## src/core/spi_port_map.svh

```systemverilog
// Register offsets, field positions, reset values and counts of the
// serial port. Assumes an 8-bit register port on the core clock.
//
// Summary of operation
// Data-out line drives in master mode, is an input in slave mode.
// Data-in line is input in master mode, drives in slave mode.
// Each transfer moves one byte each way, most significant bit first.
// One bit each way per serial clock period; eight periods per byte.
// Data launches on one clock edge and is sampled on the other.
// Bit 3 set makes the serial clock idle high, clear idle low.
// Bit 2 set: leading edge launches data; clear: trailing edge launches.
// Master rate codes 00..11 give core clock divided by 2, 4, 8, 16.
// In slave mode, low rate bit reads back the slave-select pin level.
// Slave-select used in slave mode only; slave shifts only while low.
// Phase 0: far master frames each byte with slave-select low.
// Phase 1: far master may hold slave-select low across bytes.
// Done flag bit 7 sets per byte; cleared by write or data read.
// Collision flag bit 6 sets on data write mid-transfer; sticky.
// Enable bit 5 gives the pins to this port, else to two-wire port.
// Mode bit 4 set: master drives clock; clear: slave takes clock.
// Master: each data write makes exactly eight clock periods.
// Master ignores slave-select; far slaves selected by a port pin.
// Master shifts byte out, samples in, then flags and loads result.
// Slave: data write loads byte to send; each period shifts both ways.
// Slave loads received byte at end: eighth clock or select rising.
// Data writes give next byte to send; reads give last received.
// Far master and this port use identical polarity and phase.
// Interrupt request raised while done flag set and enable input high.
// Idle: master clock at idle level; output shows loaded byte MSB.
`ifndef SPI_PORT_MAP_SVH
`define SPI_PORT_MAP_SVH

`define SPI_DATA_ADDR 8'hF7
`define SPI_CTRL_ADDR 8'hF8
`define SPI_DATA_RST 8'h00
`define SPI_CTRL_RST 8'h04

`define SPI_DONE_BIT 7
`define SPI_WRITE_COLLISION_FLAG_BIT 6
`define SPI_EN_BIT 5
`define SPI_MASTER_BIT 4
`define SPI_CLOCK_IDLE_LEVEL_BIT 3
`define SPI_CLOCK_LAUNCH_EDGE_BIT 2
`define SPI_RATE_HI_BIT 1
`define SPI_RATE_LO_BIT 0

`define SPI_LAST_EDGE 4'hF
`define SPI_FIRST_EDGE 4'h0

`endif

```

## src/core/spi_port_pkg.sv

```systemverilog
// Types shared by the serial port: control layout and sequencer states.
// Field order matches the bit positions in the map header.
package spi_port_pkg;

  typedef struct packed {
    logic done;
    logic write_collision_flag;
    logic en;
    logic master;
    logic clock_idle_level;
    logic clock_launch_edge;
    logic [1:0] rate;
  } ctrl_t;

  typedef enum logic [1:0] {
    ST_IDLE = 2'b00,
    ST_RUN = 2'b01,
    ST_WAIT = 2'b11
  } state_t;

endpackage

```

## src/core/spi_master_slave_port.sv

```systemverilog
// Byte-wide full-duplex serial port, master or slave, with control and
// data registers on a plain strobe port. Pin inputs are synchronous.
`timescale 1ns/1ps
`include "spi_port_map.svh"

module spi_master_slave_port
  import spi_port_pkg::*;
(
  input wire logic core_clk_i,
  input wire logic reset_i,
  input wire logic [7:0] addr_i,
  input wire logic [7:0] wdata_i,
  input wire logic wr_i,
  input wire logic rd_i,
  output logic [7:0] rdata_o,
  input wire logic sclk_i,
  output logic sclk_o,
  output logic sclk_oe_n_o,
  input wire logic mosi_i,
  output logic mosi_o,
  output logic mosi_oe_n_o,
  input wire logic miso_i,
  output logic miso_o,
  output logic miso_oe_n_o,
  input wire logic ss_n_i,
  input wire logic irq_enable_i,
  output logic irq_o,
  output logic spi_pins_owned_o
);

  ctrl_t ctrl_q;
  state_t st_q;
  logic [7:0] rx_q, sh_q, sh_d, fin_byte, rdata_q;
  logic [3:0] edge_q, div_q, half_m1;
  logic bit_q, sclk_q, sclk_prev_q, ss_prev_q;
  logic sclk_oe_n_q, mosi_oe_n_q, miso_oe_n_q, irq_q, pins_q;
  logic wr_data, wr_ctrl, rd_data, rd_ctrl;
  logic busy, accept, collide, tick;
  logic lead_ev, trail_ev, any_ev, launch, sample, last;
  logic fin_ev, ss_rise, din;

  assign wr_data = wr_i && (addr_i == `SPI_DATA_ADDR);
  assign wr_ctrl = wr_i && (addr_i == `SPI_CTRL_ADDR);
  assign rd_data = rd_i && (addr_i == `SPI_DATA_ADDR);
  assign rd_ctrl = rd_i && (addr_i == `SPI_CTRL_ADDR);

  // A byte written during a slave edge would corrupt the shift, so it
  // counts as a collision just like a write mid-byte.
  assign busy = (st_q != ST_IDLE) || any_ev;
  assign accept = wr_data && !busy;
  assign collide = wr_data && busy;

  // Half period in core cycles is 1, 2, 4 or 8
  assign half_m1 = 4'((5'd1 << ctrl_q.rate) - 5'd1);

  assign tick = ctrl_q.en && ctrl_q.master && (st_q == ST_RUN)
    && (div_q == 4'h0);
  assign ss_rise = ss_n_i && !ss_prev_q;
  assign din = ctrl_q.master ? miso_i : mosi_i;

  always_comb
  begin
    lead_ev = 1'b0;
    trail_ev = 1'b0;
    if (ctrl_q.master)
    begin
      // Master ignores slave-select entirely
      lead_ev = tick && (sclk_q == ctrl_q.clock_idle_level);
      trail_ev = tick && (sclk_q != ctrl_q.clock_idle_level);
    end
    else if (ctrl_q.en && !ss_n_i && (st_q != ST_WAIT))
    begin
      lead_ev = (sclk_i != sclk_prev_q) && (sclk_i != ctrl_q.clock_idle_level);
      trail_ev = (sclk_i != sclk_prev_q) && (sclk_i == ctrl_q.clock_idle_level);
    end
  end

  assign any_ev = lead_ev || trail_ev;
  assign launch = ctrl_q.clock_launch_edge ? lead_ev : trail_ev;
  assign sample = ctrl_q.clock_launch_edge ? trail_ev : lead_ev;
  assign last = (edge_q == `SPI_LAST_EDGE);

  // Shift left so the most significant bit leaves first
  always_comb
  begin
    sh_d = sh_q;
    if (sample && ctrl_q.clock_launch_edge && last)
    begin
      sh_d = {sh_q[6:0], din};
    end
    if (launch && !(ctrl_q.clock_launch_edge && edge_q == `SPI_FIRST_EDGE))
    begin
      sh_d = {sh_q[6:0], bit_q};
    end
  end

  assign fin_ev = (any_ev && last && (ctrl_q.master || ctrl_q.clock_launch_edge))
    || ((st_q == ST_WAIT) && ss_rise);
  assign fin_byte = (st_q == ST_WAIT) ? sh_q : sh_d;

  always_ff @(posedge core_clk_i)
  begin
    if (reset_i || !ctrl_q.en)
    begin
      st_q <= ST_IDLE;
      edge_q <= `SPI_FIRST_EDGE;
    end
    else
    begin
      case (st_q)
        ST_IDLE:
        begin
          if (accept && ctrl_q.master)
          begin
            st_q <= ST_RUN;
            edge_q <= `SPI_FIRST_EDGE;
          end
          else if (any_ev && !ctrl_q.master)
          begin
            st_q <= ST_RUN;
            edge_q <= edge_q + 4'h1;
          end
        end
        ST_RUN:
        begin
          if (!ctrl_q.master && ss_n_i)
          begin
            st_q <= ST_IDLE;
            edge_q <= `SPI_FIRST_EDGE;
          end
          else if (any_ev && last)
          begin
            edge_q <= `SPI_FIRST_EDGE;
            if (ctrl_q.master || ctrl_q.clock_launch_edge)
            begin
              st_q <= ST_IDLE;
            end
            else
            begin
              st_q <= ST_WAIT;
            end
          end
          else if (any_ev)
          begin
            edge_q <= edge_q + 4'h1;
          end
        end
        ST_WAIT:
        begin
          if (ss_rise || ctrl_q.master)
          begin
            st_q <= ST_IDLE;
          end
        end
        default:
        begin
          st_q <= ST_IDLE;
          edge_q <= `SPI_FIRST_EDGE;
        end
      endcase
    end
  end

  always_ff @(posedge core_clk_i)
  begin
    if (reset_i)
    begin
      sh_q <= `SPI_DATA_RST;
      bit_q <= 1'b0;
    end
    else
    begin
      if (accept)
      begin
        sh_q <= wdata_i;
      end
      else
      begin
        sh_q <= sh_d;
      end
      if (sample)
      begin
        bit_q <= din;
      end
    end
  end

  always_ff @(posedge core_clk_i)
  begin
    if (reset_i)
    begin
      rx_q <= `SPI_DATA_RST;
    end
    else if (fin_ev)
    begin
      rx_q <= fin_byte;
    end
  end

  // Divider and master clock; the clock rests at the idle level when idle
  always_ff @(posedge core_clk_i)
  begin
    if (reset_i)
    begin
      div_q <= 4'h0;
      sclk_q <= 1'b0;
    end
    else
    begin
      if (accept && ctrl_q.master)
      begin
        div_q <= half_m1;
      end
      else if (st_q == ST_RUN && ctrl_q.master)
      begin
        div_q <= (div_q == 4'h0) ? half_m1 : div_q - 4'h1;
      end
      if (!ctrl_q.master || st_q != ST_RUN)
      begin
        sclk_q <= ctrl_q.clock_idle_level;
      end
      else if (tick)
      begin
        sclk_q <= ~sclk_q;
      end
    end
  end

  always_ff @(posedge core_clk_i)
  begin
    if (reset_i)
    begin
      sclk_prev_q <= 1'b0;
      ss_prev_q <= 1'b1;
    end
    else
    begin
      sclk_prev_q <= sclk_i;
      ss_prev_q <= ss_n_i;
    end
  end

  // Hardware set wins over a software clear in the same cycle
  always_ff @(posedge core_clk_i)
  begin
    if (reset_i)
    begin
      ctrl_q <= ctrl_t'(`SPI_CTRL_RST);
    end
    else
    begin
      if (wr_ctrl)
      begin
        ctrl_q.en <= wdata_i[`SPI_EN_BIT];
        ctrl_q.master <= wdata_i[`SPI_MASTER_BIT];
        ctrl_q.clock_idle_level <= wdata_i[`SPI_CLOCK_IDLE_LEVEL_BIT];
        ctrl_q.clock_launch_edge <= wdata_i[`SPI_CLOCK_LAUNCH_EDGE_BIT];
        ctrl_q.rate <= wdata_i[`SPI_RATE_HI_BIT:`SPI_RATE_LO_BIT];
      end
      if (fin_ev)
      begin
        ctrl_q.done <= 1'b1;
      end
      else if (wr_ctrl)
      begin
        ctrl_q.done <= wdata_i[`SPI_DONE_BIT];
      end
      else if (rd_data)
      begin
        ctrl_q.done <= 1'b0;
      end
      if (collide)
      begin
        ctrl_q.write_collision_flag <= 1'b1;
      end
      else if (wr_ctrl)
      begin
        ctrl_q.write_collision_flag <= wdata_i[`SPI_WRITE_COLLISION_FLAG_BIT];
      end
    end
  end

  always_ff @(posedge core_clk_i)
  begin
    if (reset_i)
    begin
      rdata_q <= 8'h00;
    end
    else if (rd_data)
    begin
      rdata_q <= rx_q;
    end
    else if (rd_ctrl)
    begin
      rdata_q <= {ctrl_q[7:1],
        ctrl_q.master ? ctrl_q.rate[0] : ss_n_i};
    end
    else
    begin
      rdata_q <= 8'h00;
    end
  end

  // Pin ownership follows the control register one cycle later
  always_ff @(posedge core_clk_i)
  begin
    if (reset_i)
    begin
      sclk_oe_n_q <= 1'b1;
      mosi_oe_n_q <= 1'b1;
      miso_oe_n_q <= 1'b1;
      pins_q <= 1'b0;
      irq_q <= 1'b0;
    end
    else
    begin
      sclk_oe_n_q <= !(ctrl_q.en && ctrl_q.master);
      mosi_oe_n_q <= !(ctrl_q.en && ctrl_q.master);
      miso_oe_n_q <= !(ctrl_q.en && !ctrl_q.master);
      pins_q <= ctrl_q.en;
      irq_q <= ctrl_q.done && irq_enable_i;
    end
  end

  assign rdata_o = rdata_q;
  assign sclk_o = sclk_q;
  assign sclk_oe_n_o = sclk_oe_n_q;
  assign mosi_o = sh_q[7];
  assign mosi_oe_n_o = mosi_oe_n_q;
  assign miso_o = sh_q[7];
  assign miso_oe_n_o = miso_oe_n_q;
  assign irq_o = irq_q;
  assign spi_pins_owned_o = pins_q;

  a_mosi_drive: assert property (
    @(posedge core_clk_i) disable iff (reset_i)
    (ctrl_q.en && ctrl_q.master) |=> !mosi_oe_n_o)
    else $error("data-out not driven in master mode");

  a_miso_drive: assert property (
    @(posedge core_clk_i) disable iff (reset_i)
    (ctrl_q.en && !ctrl_q.master) |=> (!miso_oe_n_o && mosi_oe_n_o))
    else $error("slave pin directions wrong");

  a_idle_clock_level: assert property (
    @(posedge core_clk_i) disable iff (reset_i)
    (ctrl_q.master && st_q == ST_IDLE && $stable(ctrl_q.clock_idle_level)
      && $past(st_q) == ST_IDLE) |-> (sclk_o == ctrl_q.clock_idle_level))
    else $error("master clock not at idle level");

  a_burst_length: assert property (
    @(posedge core_clk_i) disable iff (reset_i)
    (accept && ctrl_q.en && ctrl_q.master && ctrl_q.rate == 2'b00)
      |-> (!fin_ev [*8] ##1 !fin_ev [*8] ##1 fin_ev))
    else $error("fastest burst not sixteen cycles");

  a_collision_set: assert property (
    @(posedge core_clk_i) disable iff (reset_i)
    (wr_data && st_q != ST_IDLE) |=> ctrl_q.write_collision_flag)
    else $error("collision flag not set");

  a_collision_sticky: assert property (
    @(posedge core_clk_i) disable iff (reset_i)
    (ctrl_q.write_collision_flag && !wr_ctrl) |=> ctrl_q.write_collision_flag)
    else $error("collision flag dropped by itself");

  a_done_set: assert property (
    @(posedge core_clk_i) disable iff (reset_i)
    fin_ev |=> (ctrl_q.done && rx_q == $past(fin_byte)))
    else $error("end of byte not flagged or loaded");

  a_read_clears: assert property (
    @(posedge core_clk_i) disable iff (reset_i)
    (rd_data && !fin_ev) |=> (!ctrl_q.done && rdata_o == $past(rx_q)))
    else $error("data read did not clear done flag");

  a_select_read: assert property (
    @(posedge core_clk_i) disable iff (reset_i)
    (rd_ctrl && !ctrl_q.master) |=> (rdata_o[0] == $past(ss_n_i)))
    else $error("slave-select level not read back");

  a_select_gate: assert property (
    @(posedge core_clk_i) disable iff (reset_i)
    (!ctrl_q.master && ss_n_i) |-> !any_ev)
    else $error("slave shifted while deselected");

  a_irq_follow: assert property (
    @(posedge core_clk_i) disable iff (reset_i)
    (ctrl_q.done && irq_enable_i) |=> irq_o)
    else $error("interrupt request missing");

endmodule // spi_master_slave_port

```

## config.mk

```make
export PLATFORM = sky130hd
export DESIGN_NAME = spi_master_slave_port
export DESIGN_NICKNAME = d
export VERILOG_FILES = /design/src/core/spi_port_pkg.sv /design/src/core/spi_master_slave_port.sv
export VERILOG_INCLUDE_DIRS = /design/src /design/src/core
export SDC_FILE = /design/constraint.sdc
export NUM_CORES = 1
export LEC_CHECK = 0
export ABC_AREA = 1
export ABC_CLOCK_PERIOD_IN_PS = 3950
export BUFFER_PORTS_ARGS = -buffer_cell sky130_fd_sc_hd__clkbuf_2
export CORE_UTILIZATION = 46
export DETAILED_ROUTE_END_ITERATION = 12
export PLACE_DENSITY = 0.67
export SLEW_MARGIN = 20
export SYNTH_ARGS = -nofsm -noshare
export SYNTH_HDL_FRONTEND = slang
export SYNTH_SLANG_ARGS = --single-unit
```

## constraint.sdc

```tcl
create_clock -name core_clk_i -period 3.95 [get_ports core_clk_i]
set_clock_uncertainty 0.05 [all_clocks]
set_input_delay 0.79 -clock core_clk_i [delete_from_list [all_inputs] [get_ports core_clk_i]]
set_output_delay 0.79 -clock core_clk_i [all_outputs]
set_load 0.005 [all_outputs]
```

# After elaboration in Yosys (flattened, before gate mapping)
# Cells that the tools add are included.
# op_classes
n_addsub	3
eq_ne	16
shifts	1
n_mux	37
bitwise_logic	2
reduce_logical	54
# op_table
operator	n
8-bit 2-to-1 mux	6
4-bit 2-to-1 mux	8
1-bit logical AND	29
8-bit == test (second input constant)	2
1-bit 2-to-1 mux	15
2-bit 2-to-1 mux	6
4-bit one-hot mux with 3 select lines	1
1-bit zero test	8
4-bit zero test	2
2-bit nonzero test	4
4-bit by 1-bit subtractor with 4-bit output (second input constant)	2
1-bit logical OR	7
3-bit inequality test (second input constant)	2
2-bit one-hot mux with 3 select lines	1
3-bit AND reduction	2
4-bit by 1-bit adder with 4-bit output (second input constant)	1
4-bit == test (second input constant)	1
2-bit by 1-bit inequality test with 1-bit output (second input constant)	2
4-bit inequality test (second input constant)	1
1-bit by 2-bit << shifter with 4-bit output (first input constant)	1
1-bit inequality test	3
3-bit nonzero test	1
1-bit == test	2
2-bit by 1-bit == test with 1-bit output (second input constant)	1
other kinds (4)	5
# totals
ff_bits	50
out_inout_bits	16
word_cells	134

# Depth between registers and ports, before layout
# depth
ltp_word	12
mapped_depth	14
mapped_depth_nobuf	14

# Worst setup path before layout
# OpenSTA, ideal clock, no wires.
# synth_timing
kind	input to register
startpoint	in addr_i[3]
endpoint	reg sh_q[5]
t_arrival_ps	1867
slack_ps	1923
stages	12
path_cell_list	inv_1 -> nand2_1 -> nor2_4 -> nand2_4 -> nor2_4 -> inv_2 -> nor2_8 -> inv_2 -> buf_6 -> or2_0 -> nand3_1 -> inv_1
# synth_via
elab_chain_cells	4
# synth_lines
element	line	rtl
start: declaration	spi_master_slave_port.sv:11	input wire logic [7:0] addr_i,
8-bit == test (no line)	n/a	
1-bit logical AND	spi_master_slave_port.sv:42	assign wr_data = wr_i && (addr_i == `SPI_DATA_ADDR);
1-bit logical AND	spi_master_slave_port.sv:50	assign accept = wr_data && !busy;
8-bit 2-to-1 mux	spi_master_slave_port.sv:173	if (accept)
end signal: assignment	spi_master_slave_port.sv:168	sh_q <= `SPI_DATA_RST;
end signal: assignment	spi_master_slave_port.sv:175	sh_q <= wdata_i;
end: declaration	spi_master_slave_port.sv:33	logic [7:0] rx_q, sh_q, sh_d, fin_byte, rdata_q;
# No other way between the ends.
# A chain may end at the register's enable or synchronous reset.

# Worst setup path after layout
# layout_timing
startpoint	reg ctrl_q[4] in the netlist's numbering
endpoint	reg sh_q[4]
# layout_via
elab_chain_cells	11
word_cells_on_any_way	19
classes_between	mux (7); reduce/logical (12)
# layout_lines
element	line	rtl
start: declaration	spi_master_slave_port.sv:31	ctrl_t ctrl_q;
start signal: assignment	spi_master_slave_port.sv:248	ctrl_q <= ctrl_t'(`SPI_CTRL_RST);
1-bit logical AND (2 in series)	spi_master_slave_port.sv:56	assign tick = ctrl_q.en && ctrl_q.master && (st_q == ST_RUN)
1-bit logical AND	spi_master_slave_port.sv:57	&& (div_q == 4'h0);
1-bit logical AND, on equally long branches	spi_master_slave_port.sv:68, spi_master_slave_port.sv:69	
1-bit 2-to-1 mux	spi_master_slave_port.sv:65	if (ctrl_q.master)
1-bit 2-to-1 mux	spi_master_slave_port.sv:80	assign sample = ctrl_q.clock_launch_edge ? trail_ev : lead_ev;
1-bit logical AND (2 in series)	spi_master_slave_port.sv:87	if (sample && ctrl_q.clock_launch_edge && last)
8-bit 2-to-1 mux	spi_master_slave_port.sv:87	
8-bit 2-to-1 mux	spi_master_slave_port.sv:91	if (launch && !(ctrl_q.clock_launch_edge && edge_q == `SPI_FIRST_EDGE))
8-bit 2-to-1 mux (*)	spi_master_slave_port.sv:173	
# Every way passes the cells marked *; elsewhere a longest branch is shown, timed or not.

==> metrics <==
Vias 2350; Die X 77.45 µm; Core Rows 27; share of the synthesized area in the top cell type 0.3822; Pint 0.0007073 W; sequential cell area 0.001001 mm²; Tot GR Track Use 0.2035; height of the die 77.45 µm; post-CTS sizing 0; clock power share 0.396; Initial Utilization 0.4756; cell repeated most along the worst path nand2_1; most frequent cells in the layout nand2_1, dfxtp_1, inv_1; Slew @ Worst Pin 654.5 ps; WL/cell 12.01 µm; hold_sp ctrl_q[7]; core area 0.005507 mm²; GPL Wtd Cong 0.8372; CTS buffer count 5; fmax 494.0 MHz; period utilization 0.5125; switching power 0.0001894 W; first-pass GRT wire length 9694 µm; clock latency on the worst-skew pair 300 ps; CP Cell Sequence nand2_2 > nor2_4 > nand3_2 > nand2_4 > nand3_4 > nand3_4 > nand2_1 > nand2_1 > nand2_1 > nand3_1 > inv_1; number of port buffers 40; netlist area before placement 0.002619 mm²; CTS root buf clkbuf_8; clock buffer depth 2; Mapped Nets 393; layout cells sized above 1 0.2189; Top FF cell, synth dfxtp_1; max-slew violation count 0; fin worst setup slack 1926 ps; io pins 41; global route total overflow 0; Setup Viol. Count Final 0; crit path DAT 2180 ps; kind of critical path reg -> reg; Hold Fails Final Rpt 0; Place WS 1646 ps; Worst path slowest cell dfxtp_1; crit start category flip-flop; Synth-to-Final Area Change 13.00%; # Max-Cap Violations 0; CP Capture Type flip-flop; hold crit path type reg -> reg; fillers 551; Worst path max stage delay 750 ps; Routed WL 5693 µm; ys async rst share 0; largest net degree at the start of global routing 24; Synth area leaders dfxtp_1, nand2_1, nand3_1; Sink Count 50; setup bufs post-CTS 0; hold_buf cts 0; Sw Share 0.2112; Final ANT Viol Nets 0; vias in the first global route 2127; # nets final 430; register area share after synthesis 0.3822; most common cell after layout, fill and taps aside nand2_1; status finished clean; Synth Instances 364; Pre-antenna DRT Iters 4; setup_tns 0 ps; initial DRC count 162; RSZ-0062 raised after global routing false; Yosys warnings 0; clk slew on worst S/H paths 90 ps; number of remaining DRC errors 0; CTS tree yes; vias per cell 4.958; Max-slew headroom 0.5631; Worst EP required 4110 ps; Comb pwr share 0.040; power per standard cell area 303.0 mW/mm²; Syn Area/Cell 7.194 µm²; Synth Register Bits 50; hpwl dp 4346 µm; RR Startpoint ctrl_q[4]; number of synthesized flops with an enable pin 0; CP startpoint ctrl_q[4]; fin crit period 2024 ps; Diodes inserted 0; Crit Path Max Fanout 10; Synth area leader dfxtp_1; Yosys cell types 36; area of the multi-input gates 0.001354 mm²; Worst VDD drop 0.1248 mV; power share of the sequential group 0.564; die area 0.005999 mm²; Leakage Power 1.417 nW; initial antenna violation count 0; CTS H-tree depth 2
## registers in the layout, indices dropped and copies added (netlist names), 2 cells and up
signal / flops
ctrl_q: 8
rdata_o: 8
rx_q: 8
sh_q: 8
div_q: 4
edge_q: 4
st_q: 2
## cell families (layout without fill, tap and decap cells)
| family | after synthesis | after routing | synth area share |
|---|---|---|---|
| buffers and inverters | 63 | 101 | 0.1008 |
| XOR/XNOR | 4 | 4 | 0.01338 |
| AO/OA/AOI/OAI | 55 | 55 | 0.1190 |
| adder cells (fa/ha/maj) | 4 | 4 | 0.01911 |
| multiplexers | 1 | 1 | 0.003822 |
| AND/OR/NAND/NOR | 187 | 187 | 0.3617 |
| flip-flops | 50 | 50 | 0.3822 |
## area by class of cell
class,count,share of cell area
multi-input cells,251,0.4575
flip-flops and latches,50,0.3383
inverters,53,0.06892
repair buffers,40,0.06765
well taps,72,0.03044
clock buffers,6,0.02452
clock inverters,2,0.01268
## worst paths after layout
check        endpoint  slack, ps  cells past startpoint
max           sh_q[4]       1930                     11
min             irq_o        400                      2
max reg2reg   sh_q[4]       1930                     11
min reg2reg     irq_o        400                      2
## cells in the mapped netlist (3+ instances only)
| cell type | number |
|---|---|
| o21ai_0 | 14 |
| nor2_4 | 5 |
| a32oi_1 | 5 |
| dfxtp_1 | 50 |
| a21oi_1 | 27 |
| inv_2 | 7 |
| nand3_2 | 4 |
| or2_2 | 5 |
| inv_1 | 45 |
| nand2_4 | 5 |
| nor2_1 | 24 |
| nand2_2 | 8 |
| ha_1 | 4 |
| clkbuf_1 | 6 |
| nand4_1 | 3 |
| nand2_1 | 87 |
| nand3_1 | 36 |
| xor2_1 | 3 |
## metal layers
| metal | wire length (µm) | GRT usage |
|---|---|---|
| met1 | 2953 | 0.2754 |
| met2 | 2451 | 0.3230 |
| met3 | 250 | 0.03765 |
| met4 | 36 | 0.06981 |
| met5 | 0 | 0 |
## worst max-delay path, delay by kind of cell (launching register included)
| family | cells | cell delay [ps] |
|---|---|---|
| flip-flops | 1 | 750 |
| buffers and inverters | 1 | 50 |
| AND/OR/NAND/NOR | 10 | 1070 |
## power groups by stage
stage / logic (W) / registers [W] / clock network, W
floorplan: 0.0000180 / 0.000517 / 0
global placement: 0.0000358 / 0.000518 / 0
detailed placement: 0.0000360 / 0.000518 / 0
CTS: 0.0000362 / 0.000506 / 0.000367
global route: 0.0000408 / 0.000506 / 0.000382
finish: 0.0000360 / 0.000506 / 0.000355
## metrics by stage
step	cells	power, W	hold WS (ps)	instance area [µm²]	util
floorplan	364	0.0005354	372.8	2619	-
global placement	466	0.0005534	393.7	2849	0.5174
detailed placement	466	0.0005537	395.5	2849	0.5174
CTS	474	0.0009089	409.7	2959	0.5374
global route	474	0.0009293	442.1	2959	0.5374
finish	474	0.0008967	403.9	2959	0.5374
Note: power is estimated with default switching activity, not from simulation.
